**config.mk**
```make
export PLATFORM = sky130hd
export DESIGN_NAME = ddt_top
export DESIGN_NICKNAME = d
export VERILOG_FILES = /design/src/pkg/ddt_pkg.sv /design/src/rtl/ddt_top.sv
export SDC_FILE = /design/constraint.sdc
export NUM_CORES = 1
export LEC_CHECK = 0
export BUFFER_PORTS_ARGS = -buffer_cell sky130_fd_sc_hd__buf_2
export CELL_PAD_IN_SITES_DETAIL_PLACEMENT = 1
export CELL_PAD_IN_SITES_GLOBAL_PLACEMENT = 2
export CORE_ASPECT_RATIO = 1.2
export CORE_MARGIN = 5
export CORE_UTILIZATION = 45
export CTS_BUF_LIST = sky130_fd_sc_hd__clkbuf_8
export DETAILED_ROUTE_END_ITERATION = 16
export PLACE_DENSITY = 0.86
export RECOVER_POWER = 100
export SYNTH_ARGS = -nofsm -noshare
export SYNTH_HDL_FRONTEND = slang
export SYNTH_SLANG_ARGS = --single-unit
```
**constraint.sdc**
```tcl
create_clock -name REF_CLK -period 9.15 [get_ports REF_CLK]
set_input_delay 0.915 -clock REF_CLK [delete_from_list [all_inputs] [get_ports REF_CLK]]
set_output_delay 0.915 -clock REF_CLK [all_outputs]
set_load 0.03 [all_outputs]
```
**src/pkg/ddt_pkg.sv**
```systemverilog
// Package for the deflection drive timing block: register map, timing constants, carrier types.
// Assumes a 25 MHz REF_CLK and a classic Wishbone slave with 32-bit data.
package ddt_pkg;

  // ==========================================================================
  // Clock and timing
  // ==========================================================================
  localparam int CLK_HZ           = 25000000;
  localparam int TICK_HZ          = 1000000;
  localparam int TICK_DIV         = CLK_HZ / TICK_HZ;
  localparam int FIVE_HZ          = 5000000;
  localparam int FIVE_DIV         = CLK_HZ / FIVE_HZ;
  localparam int STBY_DIV         = FIVE_HZ / TICK_HZ;
  localparam int RST_EXT_NS       = 4000;
  localparam int RST_EXT_CYC      = (RST_EXT_NS * (CLK_HZ / 1000000) + 999) / 1000;
  localparam int DIP_NS           = 50;
  localparam int DIP_CYC_RAW      = (DIP_NS * (CLK_HZ / 1000000) + 999) / 1000;
  localparam int DIP_CYC          = (DIP_CYC_RAW < 1) ? 1 : DIP_CYC_RAW;
  localparam int PD_HOLD_US       = 50;
  localparam int PD_HOLD_CYC      = PD_HOLD_US * (CLK_HZ / 1000000);
  localparam int INIT_CYC         = 64;
  localparam int CLK_OK_TICKS     = 8;
  localparam int NEW_LINE_PARAMETER_MIN       = 34;
  localparam int COMB_DELAY       = 35;

  // ==========================================================================
  // Register map (byte addresses)
  // ==========================================================================
  localparam logic [7:0] A_CTRL    = 8'h00;
  localparam logic [7:0] A_DRIVE_PULSE_DURATION    = 8'h04;
  localparam logic [7:0] A_HPER    = 8'h08;
  localparam logic [7:0] A_PHASE   = 8'h0C;
  localparam logic [7:0] A_STATUS  = 8'h10;
  localparam logic [7:0] A_VERSION = 8'h14;
  localparam logic [7:0] A_VSCALE  = 8'h18;
  localparam logic [7:0] A_COEF0   = 8'h20;
  localparam logic [3:0] COEF_N    = 4'h9;

  // CTRL fields
  localparam int C_COUPLE   = 0;
  localparam int C_FBSHUT   = 1;
  localparam int C_RETRACE  = 2;
  localparam int C_BCLSCALE = 3;
  localparam logic [31:0] VERSION_VAL = 32'h0000_00F1; // Arbitrary version code

  // Safety levels
  typedef enum logic [1:0] {
    SAF_OK    = 2'b00,
    SAF_BLANK = 2'b01,
    SAF_SHUT  = 2'b10
  } ddt_saf_t;

  typedef struct packed {
    logic        cyc;
    logic        stb;
    logic        we;
    logic [7:0]  adr;
    logic [3:0]  sel;
    logic [31:0] dat;
  } ddt_wb_req_t;

  typedef struct packed {
    logic        rgb_blank;
    logic        drive_off;
    logic        stby_sel;
  } ddt_prot_t;

endpackage : ddt_pkg

```
**src/rtl/ddt_top.sv**
```systemverilog
// Deflection drive timing: line/field timing loops, horizontal drive output stage,
// field accumulator waveforms, protection, reset extension and power-down handling.
// Assumes all inputs synchronous to REF_CLK; sync/flyback/safety come from the front end.
//
// Functional notes
// Drive generator ticks at 1 MHz; output stage divides it to period and width.
// Standby clocks the stage from 5 MHz divided by five, fixed width.
// Outside standby the drive width comes from the programmed register.
// First loop makes line and field timing, locks phase and frequency to front sync.
// Second loop follows first loop, shifting drive phase for output stage delay; phase_q shifts only MAIN_SYNC here, the output stage ignores it.
// Main display sync output multiplexes display timing from second loop.
// Controller programs new-line parameter at least 34.
// Version readable; comb versions add 35 cycles; controller adjusts offsets.
// Accumulators reload initialization values each field start.
// Initialization values are 12 bits: four vertical, five east/west.
// Waveforms are polynomials up to fourth order across one field.
// Vertical amplitude may be scaled by average beam current.
// Retrace may halve vertical converter output impedance.
// Missing flyback falling edge in a field blanks RGB.
// Software option shuts off drive during flyback.
// Safety: low normal, middle blanks RGB, high blanks and stops drive.
// Internal reset extends 4 us after release, then initialization runs.
// No bus answer during initialization.
// Reset leaves dividers running; drive uses standby clock in reset.
// Standby forces 50 percent duty and disables protection.
// Drive off until 5 MHz clock seen; coupling bit selects loop clock.
// Supply dip over 50 ns gives power-down held 50 us: standby, 50 percent.
// Source change may lengthen current phase by up to one tick.
// Source switches only at a phase boundary.
//
// The implementer's own choices: the register offsets and the Wishbone register port.
`timescale 1ns/1ps
module ddt_top (
  input  wire logic        REF_CLK,     // 25 MHz clock
  input  wire logic        RST_N,       // Async reset, active low
  input  wire logic        WB_CYC_I,    // Wishbone cycle
  input  wire logic        WB_STB_I,    // Wishbone strobe
  input  wire logic        WB_WE_I,     // Wishbone write
  input  wire logic [7:0]  WB_ADR_I,    // Byte address
  input  wire logic [3:0]  WB_SEL_I,    // Byte enables
  input  wire logic [31:0] WB_DAT_I,    // Write data
  output logic [31:0]      WB_DAT_O,    // Read data
  output logic             WB_ACK_O,    // Acknowledge
  input  wire logic        FRONT_SYNC,  // Front sync line pulse
  input  wire logic        FIELD_SYNC,  // Front field start pulse
  input  wire logic        FLYBACK_IN,  // Vertical flyback input
  input  wire logic [1:0]  SAFETY_LVL,  // Safety comparator result
  input  wire logic        SUPPLY_LOW,  // Digital supply below threshold
  input  wire logic [11:0] BEAM_AVG,    // Average beam current
  output logic             FIVE_MEGAHERTZ_CLOCK_OUT,    // 5 MHz clock output
  output logic             HDRIVE_O,    // Drive output level (open drain)
  output logic             HDRIVE_OE,   // Drive output enable, high pulls low
  output logic             MAIN_SYNC,   // Main display sync
  output logic             HBLANK,      // Line blanking
  output logic             RGB_BLANK,   // RGB blanked by protection
  output logic [11:0]      VERT_OUT,    // Vertical waveform
  output logic [11:0]      EW_OUT,      // East/west waveform
  output logic             VRETRACE_LOZ,// Halved converter impedance
  output logic             INIT_BUSY    // Internal reset or init running
);

  // ==========================================================================
  // Free running dividers, never reset
  // ==========================================================================
  logic [2:0] div5_q = 3'h0;
  logic [2:0] divs_q = 3'h0;
  logic       five_megahertz_clock_q = 1'b0;
  logic       stby_tick_q = 1'b0;
  wire        five_edge = (div5_q == 3'(ddt_pkg::FIVE_DIV - 1));

  always_ff @(posedge REF_CLK) begin
    div5_q      <= five_edge ? 3'h0 : div5_q + 3'h1;
    five_megahertz_clock_q      <= (div5_q < 3'(ddt_pkg::FIVE_DIV / 2));
    if (five_edge) begin
      divs_q <= (divs_q == 3'(ddt_pkg::STBY_DIV - 1)) ? 3'h0 : divs_q + 3'h1;
    end
    stby_tick_q <= five_edge && (divs_q == 3'h0);
  end
  assign FIVE_MEGAHERTZ_CLOCK_OUT = five_megahertz_clock_q;

  // ==========================================================================
  // Reset extension and initialization
  // ==========================================================================
  logic [7:0] rst_cnt_q;
  logic [6:0] init_cnt_q;
  wire        int_rst = (rst_cnt_q != 8'h00);
  wire        busy    = int_rst || (init_cnt_q != 7'h00);

  always_ff @(posedge REF_CLK or negedge RST_N) begin
    if (!RST_N) begin
      rst_cnt_q  <= 8'(ddt_pkg::RST_EXT_CYC);
      init_cnt_q <= 7'(ddt_pkg::INIT_CYC);
    end else begin
      if (int_rst) rst_cnt_q <= rst_cnt_q - 8'h01;
      else if (init_cnt_q != 7'h00) init_cnt_q <= init_cnt_q - 7'h01;
    end
  end

  // ==========================================================================
  // Registers over Wishbone
  // ==========================================================================
  logic        couple_q, fbshut_q, retr_q, bcl_q, ack_q;
  logic [7:0]  drive_pulse_duration_q, phase_q;
  logic [9:0]  hper_q;
  logic [11:0] vscale_q;
  logic [11:0] coef_q [0:8];
  logic [31:0] rdat_q;
  logic        busy_q;
  logic [31:0] rd_mux;
  logic [1:0]  saf_q;
  logic        rst_lock_q, stby_q, clk_ok_q, fb_miss_q;

  // Gate on the registered busy flag so INIT_BUSY and the bus refusal agree
  wire  req    = WB_CYC_I && WB_STB_I && !ack_q && !busy_q;
  wire  wr     = req && WB_WE_I && WB_SEL_I[0];
  wire  [5:0] coef_off = WB_ADR_I[7:2] - ddt_pkg::A_COEF0[7:2];
  wire  [3:0] coef_idx = coef_off[3:0];
  wire  is_coef = (WB_ADR_I >= ddt_pkg::A_COEF0) && (WB_ADR_I[1:0] == 2'b00)
                  && (coef_off < 6'(ddt_pkg::COEF_N));

  function automatic logic [11:0] lo12(input logic [11:0] old, input logic [31:0] d, input logic [3:0] s);
    lo12 = {s[1] ? d[11:8] : old[11:8], s[0] ? d[7:0] : old[7:0]};
  endfunction : lo12

  always_comb begin
    rd_mux = 32'h0000_0000;
    case (WB_ADR_I)
      ddt_pkg::A_CTRL:    rd_mux = {28'h0, bcl_q, retr_q, fbshut_q, couple_q};
      ddt_pkg::A_DRIVE_PULSE_DURATION:    rd_mux = {24'h0, drive_pulse_duration_q};
      ddt_pkg::A_HPER:    rd_mux = {22'h0, hper_q};
      ddt_pkg::A_PHASE:   rd_mux = {24'h0, phase_q};
      ddt_pkg::A_STATUS:  rd_mux = {26'h0, rst_lock_q, stby_q, clk_ok_q, fb_miss_q, saf_q};
      ddt_pkg::A_VERSION: rd_mux = ddt_pkg::VERSION_VAL;
      ddt_pkg::A_VSCALE:  rd_mux = {20'h0, vscale_q};
      default:            rd_mux = is_coef ? {20'h0, coef_q[coef_idx]} : 32'h0000_0000;
    endcase
  end

  always_ff @(posedge REF_CLK or negedge RST_N) begin
    if (!RST_N) begin
      ack_q <= 1'b0; rdat_q <= 32'h0000_0000;
      couple_q <= 1'b0; fbshut_q <= 1'b0; retr_q <= 1'b0; bcl_q <= 1'b0;
      drive_pulse_duration_q <= 8'h20; hper_q <= 10'h040; phase_q <= 8'h00; vscale_q <= 12'h800;
      for (int i = 0; i < 9; i++) coef_q[i] <= 12'h000;
    end else begin
      ack_q  <= req;
      rdat_q <= req ? rd_mux : rdat_q;
      if (wr) begin
        case (WB_ADR_I)
          ddt_pkg::A_CTRL: begin
            couple_q <= WB_DAT_I[ddt_pkg::C_COUPLE];
            fbshut_q <= WB_DAT_I[ddt_pkg::C_FBSHUT];
            retr_q   <= WB_DAT_I[ddt_pkg::C_RETRACE];
            bcl_q    <= WB_DAT_I[ddt_pkg::C_BCLSCALE];
          end
          ddt_pkg::A_DRIVE_PULSE_DURATION:   drive_pulse_duration_q   <= WB_DAT_I[7:0];
          ddt_pkg::A_HPER:   hper_q   <= 10'(lo12({2'b00, hper_q}, WB_DAT_I, WB_SEL_I));
          ddt_pkg::A_PHASE:  phase_q  <= WB_DAT_I[7:0];
          ddt_pkg::A_VSCALE: vscale_q <= lo12(vscale_q, WB_DAT_I, WB_SEL_I);
          default: if (is_coef) coef_q[coef_idx] <= lo12(coef_q[coef_idx], WB_DAT_I, WB_SEL_I);
        endcase
      end
    end
  end
  assign WB_ACK_O = ack_q;
  assign WB_DAT_O = rdat_q;

  // ==========================================================================
  // First loop: line counter locked to front sync, 1 MHz timing tick
  // ==========================================================================
  logic [4:0] tdiv_q;
  logic [9:0] line_q, per_q;
  logic       loop_tick_q, hblank_q;
  wire        tick_edge = (tdiv_q == 5'(ddt_pkg::TICK_DIV - 1));
  wire        line_end  = tick_edge && (line_q >= per_q - 10'h001);

  always_ff @(posedge REF_CLK or negedge RST_N) begin
    if (!RST_N) begin
      tdiv_q <= 5'h00; line_q <= 10'h000; per_q <= 10'h040;
      loop_tick_q <= 1'b0; rst_lock_q <= 1'b0; hblank_q <= 1'b0;
    end else begin
      tdiv_q      <= tick_edge ? 5'h00 : tdiv_q + 5'h01;
      loop_tick_q <= tick_edge;
      if (FRONT_SYNC) begin
        per_q      <= (line_q > (hper_q >> 1)) ? line_q + 10'h001 : hper_q;
        rst_lock_q <= (line_q == per_q - 10'h001) || (line_q == 10'h000);
        line_q     <= 10'h000;
        tdiv_q     <= 5'h00;
      end else if (line_end) line_q <= 10'h000;
      else if (tick_edge) line_q <= line_q + 10'h001;
      hblank_q <= (line_q < 10'(drive_pulse_duration_q)) ? 1'b1 : 1'b0;
    end
  end
  assign HBLANK = hblank_q;

  // ==========================================================================
  // Second loop: delayed line start, main sync, clock supervision, standby
  // ==========================================================================
  logic       msync_q, pd_q, sup_prev_q;
  logic [3:0] clk_cnt_q;
  logic [1:0] dip_q;
  logic [10:0] pd_cnt_q;
  logic       prev_five_megahertz_clock_q;
  wire  drive_start = loop_tick_q && (line_q == 10'(phase_q));

  always_ff @(posedge REF_CLK or negedge RST_N) begin
    if (!RST_N) begin
      msync_q <= 1'b0; clk_ok_q <= 1'b0; clk_cnt_q <= 4'h0; prev_five_megahertz_clock_q <= 1'b0;
      dip_q <= 2'h0; pd_cnt_q <= 11'h000; pd_q <= 1'b0; sup_prev_q <= 1'b0;
    end else begin
      msync_q     <= drive_start || (FIELD_SYNC && hblank_q);
      prev_five_megahertz_clock_q <= five_megahertz_clock_q;
      if (five_megahertz_clock_q && !prev_five_megahertz_clock_q && clk_cnt_q != 4'(ddt_pkg::CLK_OK_TICKS)) clk_cnt_q <= clk_cnt_q + 4'h1;
      clk_ok_q    <= (clk_cnt_q == 4'(ddt_pkg::CLK_OK_TICKS));
      dip_q       <= SUPPLY_LOW ? ((dip_q == 2'(ddt_pkg::DIP_CYC)) ? dip_q : dip_q + 2'h1) : 2'h0;
      if (dip_q == 2'(ddt_pkg::DIP_CYC)) begin
        pd_q <= 1'b1; pd_cnt_q <= 11'(ddt_pkg::PD_HOLD_CYC);
      end else if (pd_cnt_q != 11'h000) pd_cnt_q <= pd_cnt_q - 11'h001;
      else pd_q <= 1'b0;
      sup_prev_q <= SUPPLY_LOW;
    end
  end
  assign MAIN_SYNC = msync_q;
  wire  want_stby = int_rst || pd_q || !couple_q;

  // ==========================================================================
  // Horizontal output stage
  // ==========================================================================
  logic [9:0] ph_cnt_q;
  logic       horizontal_drive_output_q, oe_q;
  wire  src_tick  = stby_q ? stby_tick_q : loop_tick_q;
  wire  [9:0] per_len = stby_q ? per_q : per_q;
  wire  [9:0] low_len = stby_q ? (per_len >> 1) : 10'(drive_pulse_duration_q);
  wire  [9:0] ph_len  = horizontal_drive_output_q ? (per_len - low_len) : low_len;
  wire  boundary = src_tick && (ph_cnt_q >= ph_len - 10'h001);
  wire  prot_on  = !stby_q;
  wire  shut = prot_on && ((saf_q == ddt_pkg::SAF_SHUT) || (fbshut_q && FLYBACK_IN));

  always_ff @(posedge REF_CLK or negedge RST_N) begin
    if (!RST_N) begin
      stby_q <= 1'b1; ph_cnt_q <= 10'h000; horizontal_drive_output_q <= 1'b1; oe_q <= 1'b0;
    end else begin
      if (boundary) begin
        ph_cnt_q <= 10'h000;
        horizontal_drive_output_q   <= !horizontal_drive_output_q;
        stby_q   <= want_stby;
      end else if (src_tick) ph_cnt_q <= ph_cnt_q + 10'h001;
      oe_q <= clk_ok_q && !shut && boundary ? horizontal_drive_output_q : (clk_ok_q && !shut && oe_q);
    end
  end
  assign HDRIVE_O  = 1'b0;
  assign HDRIVE_OE = oe_q;

  // ==========================================================================
  // Protection: flyback watch and safety levels
  // ==========================================================================
  logic       fb_prev_q, fb_seen_q, rgbb_q;

  always_ff @(posedge REF_CLK or negedge RST_N) begin
    if (!RST_N) begin
      saf_q <= ddt_pkg::SAF_OK; fb_prev_q <= 1'b0; fb_seen_q <= 1'b0; fb_miss_q <= 1'b0; rgbb_q <= 1'b0;
    end else begin
      saf_q     <= SAFETY_LVL;
      fb_prev_q <= FLYBACK_IN;
      if (FIELD_SYNC) begin
        fb_miss_q <= !fb_seen_q && !(fb_prev_q && !FLYBACK_IN);
        fb_seen_q <= 1'b0;
      end else if (fb_prev_q && !FLYBACK_IN) fb_seen_q <= 1'b1;
      rgbb_q <= prot_on && (fb_miss_q || saf_q != ddt_pkg::SAF_OK);
    end
  end
  assign RGB_BLANK = rgbb_q;

  // ==========================================================================
  // Field waveforms: accumulator chains reloaded each field
  // ==========================================================================
  logic [11:0] vacc_q [0:3];
  logic [11:0] eacc_q [0:4];
  logic [11:0] vout_q, eout_q;
  logic        vretr_q;
  wire  [23:0] vprod = (bcl_q ? BEAM_AVG : vscale_q) * vacc_q[0];

  always_ff @(posedge REF_CLK or negedge RST_N) begin
    if (!RST_N) begin
      for (int i = 0; i < 4; i++) vacc_q[i] <= 12'h000;
      for (int i = 0; i < 5; i++) eacc_q[i] <= 12'h000;
      vout_q <= 12'h000; eout_q <= 12'h000; vretr_q <= 1'b0;
    end else begin
      if (FIELD_SYNC) begin
        for (int i = 0; i < 4; i++) vacc_q[i] <= coef_q[i];
        for (int i = 0; i < 5; i++) eacc_q[i] <= coef_q[4 + i];
      end else if (line_end) begin
        for (int i = 0; i < 3; i++) vacc_q[i] <= vacc_q[i] + vacc_q[i + 1];
        for (int i = 0; i < 4; i++) eacc_q[i] <= eacc_q[i] + eacc_q[i + 1];
      end
      vout_q  <= vprod[22:11];
      eout_q  <= eacc_q[0];
      vretr_q <= retr_q && FLYBACK_IN;
    end
  end
  assign VERT_OUT     = vout_q;
  assign EW_OUT       = eout_q;
  assign VRETRACE_LOZ = vretr_q;

  always_ff @(posedge REF_CLK or negedge RST_N) begin
    if (!RST_N) busy_q <= 1'b1;
    else busy_q <= busy;
  end
  assign INIT_BUSY = busy_q;

endmodule : ddt_top

```
# ---- Word-level counts from Yosys, hierarchy flattened
# Cells that the tools add are included.
dict set report classes {
  eq_ne 17
  mux 36
  n_reduce_logical 64
  n_lt_le_gt_ge 9
  add_sub_neg 21
  mul 1
  bitwise_logic 3
}
# cell count
set ops {}
lappend ops {{$bwmux 108} 1}
lappend ops {{$mux 48} 2}
lappend ops {{$add 12x12->12} 7}
lappend ops {{$pmux 12 s7} 1}
lappend ops {{$mux 36} 2}
lappend ops {{$mux 10} 7}
lappend ops {{$mux 12} 5}
lappend ops {{$bmux 12 s4} 1}
lappend ops {{$demux 12 s4} 1}
lappend ops {{$eq 8x5->1 const B} 3}
lappend ops {{$logic_and 1x1->1} 24}
lappend ops {{$mul 12x12->23} 1}
lappend ops {{$mux 11} 2}
lappend ops {{$add 10x1->10 const B} 2}
lappend ops {{$ge 10x10->1} 2}
lappend ops {{$sub 10x1->10 const B} 2}
lappend ops {{$eq 8x4->1 const B} 2}
lappend ops {{$reduce_and 3->1} 5}
lappend ops {{$reduce_bool 11->1} 1}
lappend ops {{$sub 11x1->11 const B} 1}
lappend ops {{$eq 10x10->1} 1}
lappend ops {{$eq 10x8->1} 1}
lappend ops {{$gt 10x9->1} 1}
lappend ops {{$logic_not 1->1} 10}
lappend ops {{other kinds (40)} 66}
dict set report totals {
  out_inout_bits 65
  register_bits 408
  wordCells 213
}

# ---- Depth between registers and ports, before layout
# Gate-level depths: netlist of run 1.
dict set report depth {
  depth_word 8
  depth_mapped 22
  ltp_nobuf 20
}

# ---- Least setup slack after synthesis of run 1
# OpenSTA, ideal clock, no wires.
dict set report synth_path {
  path_kind {in2reg}
  start {input port BEAM_AVG[1]}
  end {register vout_q[10] (netlist: VERT_OUT[10])}
  t_arrival_ns 5.605
  setup_ns 0.104
  setup_slack_ns 3.441
  path_stages 18
  t_required_ns 9.046
  cell_sequence {mux2_2 > clkbuf_1 > and2_1 > fa_1 > fa_1 > fa_1 > fa_1 > inv_1 > fa_1 > inv_1 > ha_1 > and3_1 > o211ai_1 > a21oi_1 > nand3_1 > a21boi_0 > o21ai_0 > a221oi_1}
}
dict set report synth_between {
  elab_chain_cells 2
}
# item line_no
set synth_rtl {}
lappend synth_rtl {{start: declaration} ddt_top.sv:49} ;# input wire logic [11:0] BEAM_AVG,
lappend synth_rtl {{$mux 12} ddt_top.sv:281} ;# wire [23:0] vprod = (bcl_q ? BEAM_AVG : vscale_q) * vacc_q[0];
lappend synth_rtl {{$mul 12x12->23} ddt_top.sv:281}
lappend synth_rtl {{via vprod[21]} ddt_top.sv:281}
lappend synth_rtl {{end signal: assignment} ddt_top.sv:296} ;# vout_q <= vprod[22:11];
lappend synth_rtl {{end: declaration} ddt_top.sv:279} ;# logic [11:0] vout_q, eout_q;
# The timed path passes the listed nets, and every way through them passes these cells.
# A chain may end at the register's enable or synchronous reset.

# ---- Worst setup path after layout of run 1
dict set report layout_path {
  start {input port FIELD_SYNC}
  end {register vacc_q[31] in the netlist's numbering}
}
dict set report layout_between {
  elab_chain_cells 1
  elab_cells_between_ends 2
}
# item line_no
set layout_rtl {}
lappend layout_rtl {{start: declaration} ddt_top.sv:45} ;# input wire logic FIELD_SYNC,
lappend layout_rtl {{$mux 36 or $reduce_bool 2->1 (tied branches)} --}
lappend layout_rtl {{end: declaration} ddt_top.sv:277} ;# logic [11:0] vacc_q [0:3];
# Parallel ways exist; a longest one is shown, timed or not.

==> results.md, run 1 <==
- The max-capacitance violation count is 5.
- The clock passes through at most 3 buffers.
- The static leakage is 0.0141 uW.
- The CTS tree is yes.
- Entering global routing, the biggest net connects 114 pins.
- sky130_fd_sc_hd__dfrtp_1 takes more of the synthesized area than any other cell.
- Detailed routing inserted a total of 20300 vias.
- The via count normalized by instance count is ~5.7.
- The setup TNS is 0 ps.
- The average instance in the mapped netlist occupies 10.0 um2.
- The post-route non-filler standard cell count is 3579.
- Yosys mapped a number of flops with a built-in enable equal to 3.
- The global route total overflow is 0.
- The most used flip-flop cell after synthesis is sky130_fd_sc_hd__dfrtp_1.
- The path with the worst hold slack has its endpoint at prev_five_megahertz_clock_q.
- In this run, placement finished with an instance count of approximately 3400.
- The number of optimization iterations in the first detailed-route pass is 5.
- The count of endpoints failing hold in the final timing report was 0.
- In this run the critical register-to-register path is launched from per_len[3].
- The via count of the first global-routing pass came to 22400.
- In the routed design, unresolved DRC markers number 0.
- The highest achievable clock rate is 144 MHz.
- The synthesized netlist cell count is 2662.
- The number of ports placed on the die boundary is 132.
- The worst register-to-register path has a depth of 14.
- In the global route stage, overall resource usage came out at 0.234.
- The final cycle utilization of the critical path is 0.759.
- The number of buffers inserted during clock tree synthesis is 72.
- The area growth from synthesis to layout is 9.45%.
- The global-route wire length before repair is 122000 um.
- The clock skew is slightly below 30 ps.
- The clock reaches the later pin of the worst-skew pair after 660 ps.
- The die boundary height is 277 um.
- In this run the worst path has a maximum fanout of 98.
- The complex-gate fraction of the synthesized area was 0.119.
- The reg2reg setup slack is 2530 ps.
- The placed wire-length estimate is 55500 um.
- Buffers inserted to repair hold after CTS numbered 0.
- The floorplan step defined a die boundary enclosing roughly 64000 um2.
- The endpoint class of the critical path is a flop.
- Of the synthesized area, sequential elements account for 0.364.
- The xor and xnor area share after synthesis is 0.0367.
- For this run, the number of Yosys warnings is 0.
- In this run, synthesis produced a sequential element count of 388.
- Post-CTS repair changed the size of 0 cells.
- The flow ran to the end, but the final reports show violations.
- The worst hold path begins at FIVE_MEGAHERTZ_CLOCK_OUT.
- After synthesis, the share of flip-flops with an asynchronous set or reset is 0.979.
- The final reports fail on max-capacitance violations, max-slew violations.
- The post-synthesis mux area share is 0.124.
- The root buffer cell is sky130_fd_sc_hd__clkbuf_8.
- The number of routed nets with antenna violations is 0.
- The commonest cells after synthesis are sky130_fd_sc_hd__dfrtp_1 (369), sky130_fd_sc_hd__nand2_1 (274), sky130_fd_sc_hd__inv_1 (224), sky130_fd_sc_hd__mux2_2 (204), sky130_fd_sc_hd__ha_1 (195).
- The smallest clock period supported by the final layout is computed as 6940 ps.
- The min-delay analysis places its worst path in the category flop to flop.
- In this run the critical register-to-register path is captured at eacc_q[58].
- The setup fix buffers added after clock tree synthesis is 0.
- The slew of the pin with the lowest slew margin is 6460 ps.
- The floorplan has 97 rows.
- Power spread over the standard cell area amounts to roughly 140 nW/um2.
- Measured along the x axis, the die boundary spans approximately 230 um.
- The initial antenna violation count came to 2.
- Clock-pin slew was measured on the worst setup and hold paths at about 60 ps.
- Setup violations remaining at the end of the flow were counted as 0.
- The main combinational cell family by area after synthesis is adder cells.
- Sorting the synthesized cells by area gives the leading types as sky130_fd_sc_hd__dfrtp_1 (35%), sky130_fd_sc_hd__ha_1 (9.1%), sky130_fd_sc_hd__mux2_2 (8.6%).
- The relative slew slack is -3.31.
- The share of final-layout standard cells stronger than drive strength 1 is 0.150.
- The critical path start-end classification is input pin to flop.
- The count of buffers added on input and output ports is 88.
- The initial utilization of the core area, before any placement, comes to 0.455.
- Of the total synthesized cell area, the portion taken by full adders, half adders and majority gates is 0.171.
- The H-tree generated during clock tree synthesis spans 3 levels.
- The tree built by TritonCTS fans out to 388 sinks.
- The routed length per placed instance is 21.0 um.
- By instance count, the leading cell after synthesis is sky130_fd_sc_hd__dfrtp_1.
- Setup repair after global routing left no endpoint under its margin.
- At the worst endpoint, the required time is 9500 ps.
- In this run the standard cell core region covers between 50000 and 60000 um2.
- The routability congestion estimate is 0.871.
- The total standard cell area after synthesis is 26700 um2.
- The detailed router finished its first iteration with 1033 violations.
- The fraction of post-synthesis cell area in the top cell type by area is 0.346.
- The max-slew violation count is 419.
- Along the worst hold path, the cell count comes to 0.
- The unique cell type count in the Yosys netlist is 83.
- Across the VDD grid, the largest voltage drop is 0.000107 V.
- The post-layout net count is 3099.
- The routed wire length is 75000 um.
- STA classifies the critical path startpoint as an input pin.
- The synthesized-area fraction occupied by and/or/nand/nor cells is 0.131.
- The arrival time of data at the critical path endpoint is 7300 ps.
==> report_power, final <==
part           switching [uW]  leakage [uW]  internal, uW
Clock                     801      0.000874          1040
Combinational             222       0.00802           102
Sequential               37.3       0.00522          1760
Total                    1060        0.0141          2900
==> worst max-delay path by stage <==
stage	start	to	slack, ps	cells after the start
floorplan	BEAM_AVG[1]	VERT_OUT[10]	3440	18
global placement	BEAM_AVG[3]	VERT_OUT[10]	2780	20
detailed placement	BEAM_AVG[3]	VERT_OUT[10]	2670	20
CTS	bcl_q	VERT_OUT[10]	2790	19
global route	RST_N	vacc_q[13]	1360	3
finish	FIELD_SYNC	vacc_q[31]	2210	3
==> flip-flops by register name, indices dropped and copies added, names as in the netlist, 11 cells and up <==
| name | count |
|---|---|
| VERT_OUT | 12 |
| vacc_q | 48 |
| EW_OUT | 12 |
| coef_q | 108 |
| WB_DAT_O | 12 |
| eacc_q | 60 |
| pd_cnt_q | 11 |
| vscale_q | 12 |
==> stage by stage <==
stage / setup WS [ps] / instance area (um2) / hold slack (ps) / power, uW / utilization
final: 2210 / 29200 / 373 / 3960 / 0.498
after global routing: 1360 / 29200 / 349 / 4130 / 0.498
after CTS: 2790 / 29400 / 327 / 4020 / 0.501
after detailed placement: 2670 / 27800 / 364 / 2170 / 0.474
after global placement: 2780 / 27800 / 362 / 2140 / 0.474
after floorplan: 3440 / 26800 / 354 / 2040 / -
==> cell families after synthesis <==
kind of cell	Yosys count
and+or+nand+nor	729
AOI/OAI and AO/OA	499
DFF	388
buffers and inverters	359
adders and majority gates	301
muxes	273
xor gates and xnor gates	112
other	1
==> cell type report <==
type / instances / area, um2
timing repair buffer: 110 / 507
inverter: 224 / 841
antenna: 1 / 2.50
clock buffer: 93 / 1280
sequential: 388 / 9710
tap: 792 / 991
clock inverter: 36 / 302
fill: 6635 / 29400
multi-input combinational: 1935 / 15600
==> worst max-delay path, cell delays in order <==
cell,delay (ps)
sky130_fd_sc_hd__clkbuf_1,3040
sky130_fd_sc_hd__clkbuf_1,2750
sky130_fd_sc_hd__o21ai_0,450
==> per-layer routing <==
layer | wire, um | GRT usage | share of wire | vias to the layer above
met5 | 13 | 0 | 0.00017 | -
met4 | 1460 | 0.0570 | 0.019 | 2
met3 | 2540 | 0.0277 | 0.034 | 96
met2 | 38700 | 0.417 | 0.52 | 328
met1 | 32400 | 0.304 | 0.43 | 10500
li1 | - | - | - | 9360
==> layout by cell type (no fill, tap or decap), types with 43 or more instances in the layout <==
cell                         n
sky130_fd_sc_hd__nand3_1    54
sky130_fd_sc_hd__mux2i_1    43
sky130_fd_sc_hd__xnor2_1    67
sky130_fd_sc_hd__mux2_2    201
sky130_fd_sc_hd__nor3_1     50
sky130_fd_sc_hd__xor2_1     45
sky130_fd_sc_hd__and2_1     54
sky130_fd_sc_hd__clkbuf_1   57
sky130_fd_sc_hd__a21oi_1   107
sky130_fd_sc_hd__fa_1      106
sky130_fd_sc_hd__o21ai_0   158
sky130_fd_sc_hd__nand2_1   274
sky130_fd_sc_hd__nor2_1    142
sky130_fd_sc_hd__ha_1      195
sky130_fd_sc_hd__clkbuf_8   93
sky130_fd_sc_hd__dfrtp_1   369
sky130_fd_sc_hd__inv_1     242
Note: power is estimated with default switching activity, not from simulation.
==> inputs of run 2 (changes only) <==
--- a/config.mk
+++ b/config.mk
@@ -10,10 +10,10 @@
 export CELL_PAD_IN_SITES_GLOBAL_PLACEMENT = 2
 export CORE_ASPECT_RATIO = 1.2
 export CORE_MARGIN = 5
-export CORE_UTILIZATION = 45
+export CORE_UTILIZATION = 42
 export CTS_BUF_LIST = sky130_fd_sc_hd__clkbuf_8
 export DETAILED_ROUTE_END_ITERATION = 16
-export PLACE_DENSITY = 0.86
+export PLACE_DENSITY = 0.81
 export RECOVER_POWER = 100
 export SYNTH_ARGS = -nofsm -noshare
 export SYNTH_HDL_FRONTEND = slang
==> constraint.sdc (replaced) <==
create_clock -name REF_CLK -period 6.6 [get_ports REF_CLK]
set_input_delay 0.66 -clock REF_CLK [delete_from_list [all_inputs] [get_ports REF_CLK]]
set_output_delay 0.66 -clock REF_CLK [all_outputs]
set_load 0.03 [all_outputs]
==> results.md, run 2 (synthesis results as in run 1) <==
- Leaving out fill and tap cells, the most frequent cell in the layout is sky130_fd_sc_hd__dfrtp_1.
- The highest fanout seen on the critical path is 14.
- The filler cells instantiated in the layout total 7149.
- The routing usage on met2 is 0.393.
- The slew of the pin with the lowest slew margin is 4830 ps.
- The pin count of the biggest net entering global routing is 176.
- The via count of the first global-routing pass is 22400.
- The power density relative to cell area is approximately 180 nW/um2.
- The highest ir drop seen on vdd is 0.000162 V.
- Dividing the detail-routed via count by the number of cells gives 5.62.
- The DRC violation total after the first TritonRoute iteration is 910.
- The flow ran to the end, but the final reports show violations.
- The initial antenna violation count is 4.
- The number of buffers inserted during clock tree synthesis is 72.
- Across every metal layer, demand over resource in global routing totals 0.224.
- The area growth from synthesis to layout is 9.22%.
- The relative slew slack is -2.22.
- The latest clock arrival within the worst-skew pair is 680 ps.
- The met3 track demand over resource is 0.0322.
- The class of the worst hold path is input pin to flop.
- The overall die width is 240 um.
- The total power is 5320 uW.
- The count of vias placed by the detailed router is 20300.
- Clock-pin slew was measured on the worst setup and hold paths at 60 ps.
- The starting density of the core is 0.422.
- The count of endpoints failing hold in the final timing report is 0.
- The register with the most flip-flops in the final layout is coef_q.
- After clock tree synthesis, the setup repair step added 0 buffers.
- In the final layout, the registers with the most flip-flops are coef_q x108, eacc_q x60, vacc_q x48.
- For met1 alone, demand over resource in global routing was 0.287.
- STA puts the critical path data required time at 7160 ps.
- The tool flagged a number of max-cap violations equal to 6.
- Between clock sinks in the finished design, the worst skew comes to 38.6 ps.
- The clock sink count is 388.
- In this run the static leakage power is 0.0141 uW.
- STA puts the critical path data arrival time at 6770 ps.
- Hold is met by 108 ps.
- In the final layout, the share of cells above drive strength 1 is 0.147.
- At the end of routability-driven placement, the weighted congestion stood at 0.868.
- The smallest clock period supported by the final layout is computed as 6210 ps.
- Setup repair after global routing left no endpoint under its margin.
- The number of ports placed on the die boundary is 132.
- The placed wire-length estimate is 57100 um.
- The total of endpoints with negative setup slack in the final report is 0.
- Dividing the final minimum period by the clock period gives 0.941.
- In this run the number of H-tree levels came out at 3.
- The sequential cell area in the final layout is 9710 um2.
- The worst setup path is launched from a flop.
- The routed wire length is 77300 um.
- The top cell types in the final layout, fill and taps aside, are sky130_fd_sc_hd__dfrtp_1 (369), sky130_fd_sc_hd__nand2_1 (274), sky130_fd_sc_hd__inv_1 (251), sky130_fd_sc_hd__mux2_2 (201), sky130_fd_sc_hd__ha_1 (195).
- The root buffer cell is sky130_fd_sc_hd__clkbuf_8.
- For this run, the share of the core covered by cells in the final layout is 0.461.
- The worst setup path is captured at a flop.
- The checks that failed: max-capacitance violations, max-slew violations.
- The register with the most flip-flops in the layout has 108 of them.
- Based on the critical path, the design can be clocked at up to 161 MHz.
- During placement, the flow inserted port buffers numbering 88.
- In this run the deepest clock path goes through 3 buffers.
- The critical path start-end classification is flop to flop.
- The core region area is approximately 63000 um2.
- The setup TNS is 0 ps.
- Once detail routing completed, the nets flagged for antenna violations numbered 0.
- The area of combinational cells with multiple inputs is around 16000 um2.
- The number of design rule violations left after detail routing is 0.
- The die is approximately 290 um tall.
- The number of placement rows is approximately 100.
- After detailed routing, the average wire length per cell comes to around 21 um.
- The global route total overflow is 0.
- The die covers 68700 um2.
- The pre-antenna-repair detailed-routing pass consisted of 5 iterations.
- The max-slew violation count is 455.
- TritonCTS built the clock tree.
- The final layout contains 3102 nets.
- The first global-routing pass estimated 124000 um of wire.
- In this run the most used layer during global routing was met2.
run 2: timing repair:
item / 4_1_cts / 5_1_grt
gates resized for setup: 0 / 0
endpoints found under the hold margin: 51 / 0
hold buffers: 1 / 0
run 2: metal layers:
metal | wire, um | up-vias | part of all wire
li1 | - | 9368 | -
met1 | 33100 | 10500 | 0.43
met2 | 39400 | 353 | 0.51
met3 | 2830 | 126 | 0.037
met4 | 1870 | 2 | 0.024
met5 | 13 | - | 0.00017
run 2: area by class of cell:
type,count,area share
clock buffers,90,0.0425
inverters,224,0.0288
diodes,3,0.000257
repair buffers,113,0.0188
multi-input cells,1935,0.534
well taps,824,0.0354
clock inverters,39,0.00742
flip-flops and latches,388,0.333
run 2: path summary, 6_finish.rpt:
| kind | cells past startpoint | to | slack (ps) | start |
|---|---|---|---|---|
| setup / recovery | 19 | VERT_OUT[10] | 390 | bcl_q |
| hold / removal | 1 | saf_q[1] | 110 | SAFETY_LVL[1] |
| setup reg to reg | 19 | VERT_OUT[10] | 390 | bcl_q |
| hold reg to reg | 0 | prev_five_megahertz_clock_q | 380 | FIVE_MEGAHERTZ_CLOCK_OUT |
| max in group asynchronous | 3 | WB_DAT_O[11] | 1200 | RST_N |
| min in group asynchronous | 2 | EW_OUT[11] | 1620 | RST_N |
run 2: power breakdown:
| group | switching (uW) | internal, uW |
|---|---|---|
| combinational | 304 | 139 |
| clock | 1110 | 1270 |
| sequential | 55.3 | 2440 |
| total | 1470 | 3850 |
run 2: critical path, stage by stage (launching register included):
cell and delay, ps:
sky130_fd_sc_hd__dfrtp_1 720, sky130_fd_sc_hd__mux2_2 520, sky130_fd_sc_hd__and2_0 210, sky130_fd_sc_hd__fa_1 480, sky130_fd_sc_hd__inv_1 50, sky130_fd_sc_hd__fa_1 490
sky130_fd_sc_hd__inv_1 60, sky130_fd_sc_hd__fa_1 510, sky130_fd_sc_hd__fa_1 560, sky130_fd_sc_hd__inv_1 60, sky130_fd_sc_hd__fa_1 530, sky130_fd_sc_hd__inv_1 40
sky130_fd_sc_hd__ha_1 360, sky130_fd_sc_hd__and3_1 220, sky130_fd_sc_hd__o211ai_1 100, sky130_fd_sc_hd__a21oi_1 260, sky130_fd_sc_hd__nand3_1 180, sky130_fd_sc_hd__a21boi_0 310
sky130_fd_sc_hd__o21ai_0 140, sky130_fd_sc_hd__a221oi_1 280
run 2: through the flow:
step / instance area [um2] / cells / setup slack, ps
2_1_floorplan: 26800 / 2682 / 1010
3_3_place_gp: 27900 / 3483 / 504
3_5_place_dp: 27900 / 3483 / 384
4_1_cts: 29300 / 3613 / 358
5_1_grt: 29200 / 3616 / 57.5
6_report: 29200 / 3616 / 392
==> inputs of run 3 (changes only) <==
--- a/config.mk
+++ b/config.mk
@@ -13,8 +13,9 @@
 export CORE_UTILIZATION = 42
 export CTS_BUF_LIST = sky130_fd_sc_hd__clkbuf_8
 export DETAILED_ROUTE_END_ITERATION = 16
-export PLACE_DENSITY = 0.81
+export PLACE_DENSITY = 0.85
 export RECOVER_POWER = 100
+export SLEW_MARGIN = 20
 export SYNTH_ARGS = -nofsm -noshare
 export SYNTH_HDL_FRONTEND = slang
 export SYNTH_SLANG_ARGS = --single-unit
==> constraint.sdc (replaced) <==
create_clock -name REF_CLK -period 6.5 [get_ports REF_CLK]
set_input_delay 0.65 -clock REF_CLK [delete_from_list [all_inputs] [get_ports REF_CLK]]
set_output_delay 0.65 -clock REF_CLK [all_outputs]
set_load 0.03 [all_outputs]
==> results.md, run 3 (synthesis results as in run 1) <==
- The flow ran to the end, but the final reports show violations.
- The final reports fail on max-capacitance violations, max-slew violations.
- The arrival time of data at the critical path endpoint is 6660 ps.
- The routed length on met1 is 32700 um.
- The length of routed met2 wiring is 38900 um.
- For this design, the slowest cell found on the critical path is sky130_fd_sc_hd__dfrtp_1.
- The area growth from synthesis to layout is 9.03%.
- After detailed routing, the average wire length per cell comes to 21.2 um.
- Clock skew on the completed layout was measured at 50.5 ps.
- The count of endpoints failing hold in the final timing report is 0.
- In this run the core area contains 101 standard-cell rows.
- Routability-driven placement finished with a final weighted congestion of 0.856.
- Entering global routing, the biggest net connects 122 pins.
- The post-place setup slack is 344 ps.
- Leaving out fill and tap cells, the most frequent cell in the layout is sky130_fd_sc_hd__dfrtp_1.
- Setup repair after global routing left no endpoint under its margin.
- Once detail routing completed, the nets flagged for antenna violations numbered 0.
- The top register by number of flip-flops is coef_q.
- After detailed routing, the met3 layer carries 3190 um of wire.
- The number of ports placed on the die boundary is 132.
- The register with the most flip-flops in the layout has 108 of them.
- In this run the static leakage power is roughly 0.014 uW.
- Headroom to the max-slew limit came out at -2.46.
- The overall die width is ~240 um.
- The clock tree buffer depth is 3.
- TritonCTS built the clock tree.
- The tool flagged a number of max-cap violations equal to 6.
- The floorplan step set the die height to 286 um.
- The signal on the critical path passes through mux2_1 > buf_4 > and2_1 > fa_1 > fa_1 > fa_1 > fa_1 > inv_1 > fa_1 > inv_1 > ha_1 > and3_1 > o211ai_1 > a21oi_1 > nand3_1 > a21boi_0 > o21ai_0 > a221oi_1.
- The setup TNS is 0 ps.
- The clock sink count is roughly 390.
- The die covers 68700 um2.
- The number of optimization iterations in the first detailed-route pass is 5.
- The latest clock arrival within the worst-skew pair is 660 ps.
- The critical path start-end classification is flop to flop.
- The highest achievable clock rate is ~160 MHz.
- The tightest min-delay check is of the input pin to flop type.
- For this run, design rule violations remaining after detail routing come to 0.
- The source of the worst register-to-register timing path is bcl_q.
- The core region area is approximately 63000 um2.
- The share of final-layout standard cells stronger than drive strength 1 is 0.145.
- The routed wire length is 76700 um.
- The startpoint of the tightest hold check path is SAFETY_LVL[1].
- The startpoint type of the worst setup path is a flop.
- The power density relative to cell area is 184 nW/um2.
- The total routing resource utilization after global routing is 0.224.
- IR analysis of the VDD net gives a maximum drop of 0.000126 V.
- The first global-routing pass estimated 124000 um of wire.
- In this design, the stage delay of the slowest critical-path cell is 710 ps.
- In the final layout, the registers with the most flip-flops are coef_q x108, eacc_q x60, vacc_q x48.
- Gates resized during post-CTS repair numbered 0.
- The global route total overflow is 0.
- Of all nets on the critical path, the largest fanout is 14.
- The slew of the pin with the lowest slew margin is approximately 5200 ps.
- The buffer and inverter count on the worst path is 3.
- The via count normalized by instance count is 5.64.
- Setup violations remaining at the end of the flow were counted as 0.
- The cell repeated most along the worst path is sky130_fd_sc_hd__fa_1.
- At the worst endpoint, the required time is 7040 ps.
- The max-slew violation count is 417.
- The worst setup slack after layout is 386 ps.
- The critical path launch point is bcl_q.
- The via count of the first global-routing pass is ~23000.
- Once layout is complete, the utilization of the core stands at 0.461.
- In the layout the commonest cells are sky130_fd_sc_hd__dfrtp_1 (369), sky130_fd_sc_hd__nand2_1 (274), sky130_fd_sc_hd__inv_1 (251), sky130_fd_sc_hd__mux2_2 (201), sky130_fd_sc_hd__ha_1 (195).
- On the critical path the largest part of the delay comes from adder cells.
- The count of vias placed by the detailed router is 20400.
- Across all hold checks on the routed design, the worst slack comes to 132 ps.
- The count of fill cells added during filler insertion is 7155.
- In this run the post-CTS setup repair buffer count came out at 0.
- The initial antenna violation count is 4.
- The highest metal layer with signal wires is met5.
- Hold repair after CTS inserted 0 buffers.
- The post-layout net count is 3100.
- For the finished layout, the period the worst path requires is around 6100 ps.
- The DRC violation total after the first TritonRoute iteration is 1049.
- The number of buffers inserted by port buffering is 88.
- The number of buffers inserted during clock tree synthesis is 72.
- The H-tree was split into 3 levels.
- The HPWL after detailed placement is 56700 um.
- The endpoint class of the critical path is a flop.
- The CTS clock-pin slew for the worst setup and hold paths is 60 ps.
- The root buffer cell is sky130_fd_sc_hd__clkbuf_8.
- For this configuration, the core starts out at a cell density of 0.422.
- In the finished design, the share of the clock period the worst path needs comes to 0.941.
-- run 3: worst paths after layout --
check / end / cells after the start / slack, ps
setup / recovery: VERT_OUT[10] / 18 / 390
min in group asynchronous: VERT_OUT[1] / 1 / 2040
hold / removal: saf_q[1] / 1 / 130
hold reg to reg: EW_OUT[11] / 0 / 380
max in group asynchronous: EW_OUT[11] / 2 / 1160
setup reg to reg: VERT_OUT[10] / 18 / 390
-- run 3: layout make-up --
class / instances / area (um2) / share of cell area
multi-input combinational: 1935 / 15600 / 0.535
sequential: 388 / 9710 / 0.334
clock buffer: 84 / 1160 / 0.0397
tap: 824 / 1030 / 0.0354
inverter: 224 / 841 / 0.0289
timing repair buffer: 111 / 547 / 0.0188
clock inverter: 40 / 250 / 0.00860
antenna: 3 / 7.51 / 0.000258
-- run 3: per-layer routing --
layer,track usage,up-vias
li1,-,9367
met1,0.289,10500
met2,0.393,403
met3,0.0317,108
met4,0.0647,2
met5,0,-
-- run 3: power by group --
part	switching, uW	total (uW)	internal, uW
sequential	53.0	2530	2480
combinational	312	455	144
clock	1090	2380	1290
total	1450	5360	3910
-- run 3: stage by stage --
step | cells | power (uW) | instance area (um2)
detailed placement | 3482 | 3050 | 27900
global route | 3607 | 5620 | 29100
global placement | 3482 | 3020 | 27900
CTS | 3606 | 5470 | 29300
floorplan | 2682 | 2870 | 26800
finish | 3609 | 5360 | 29100
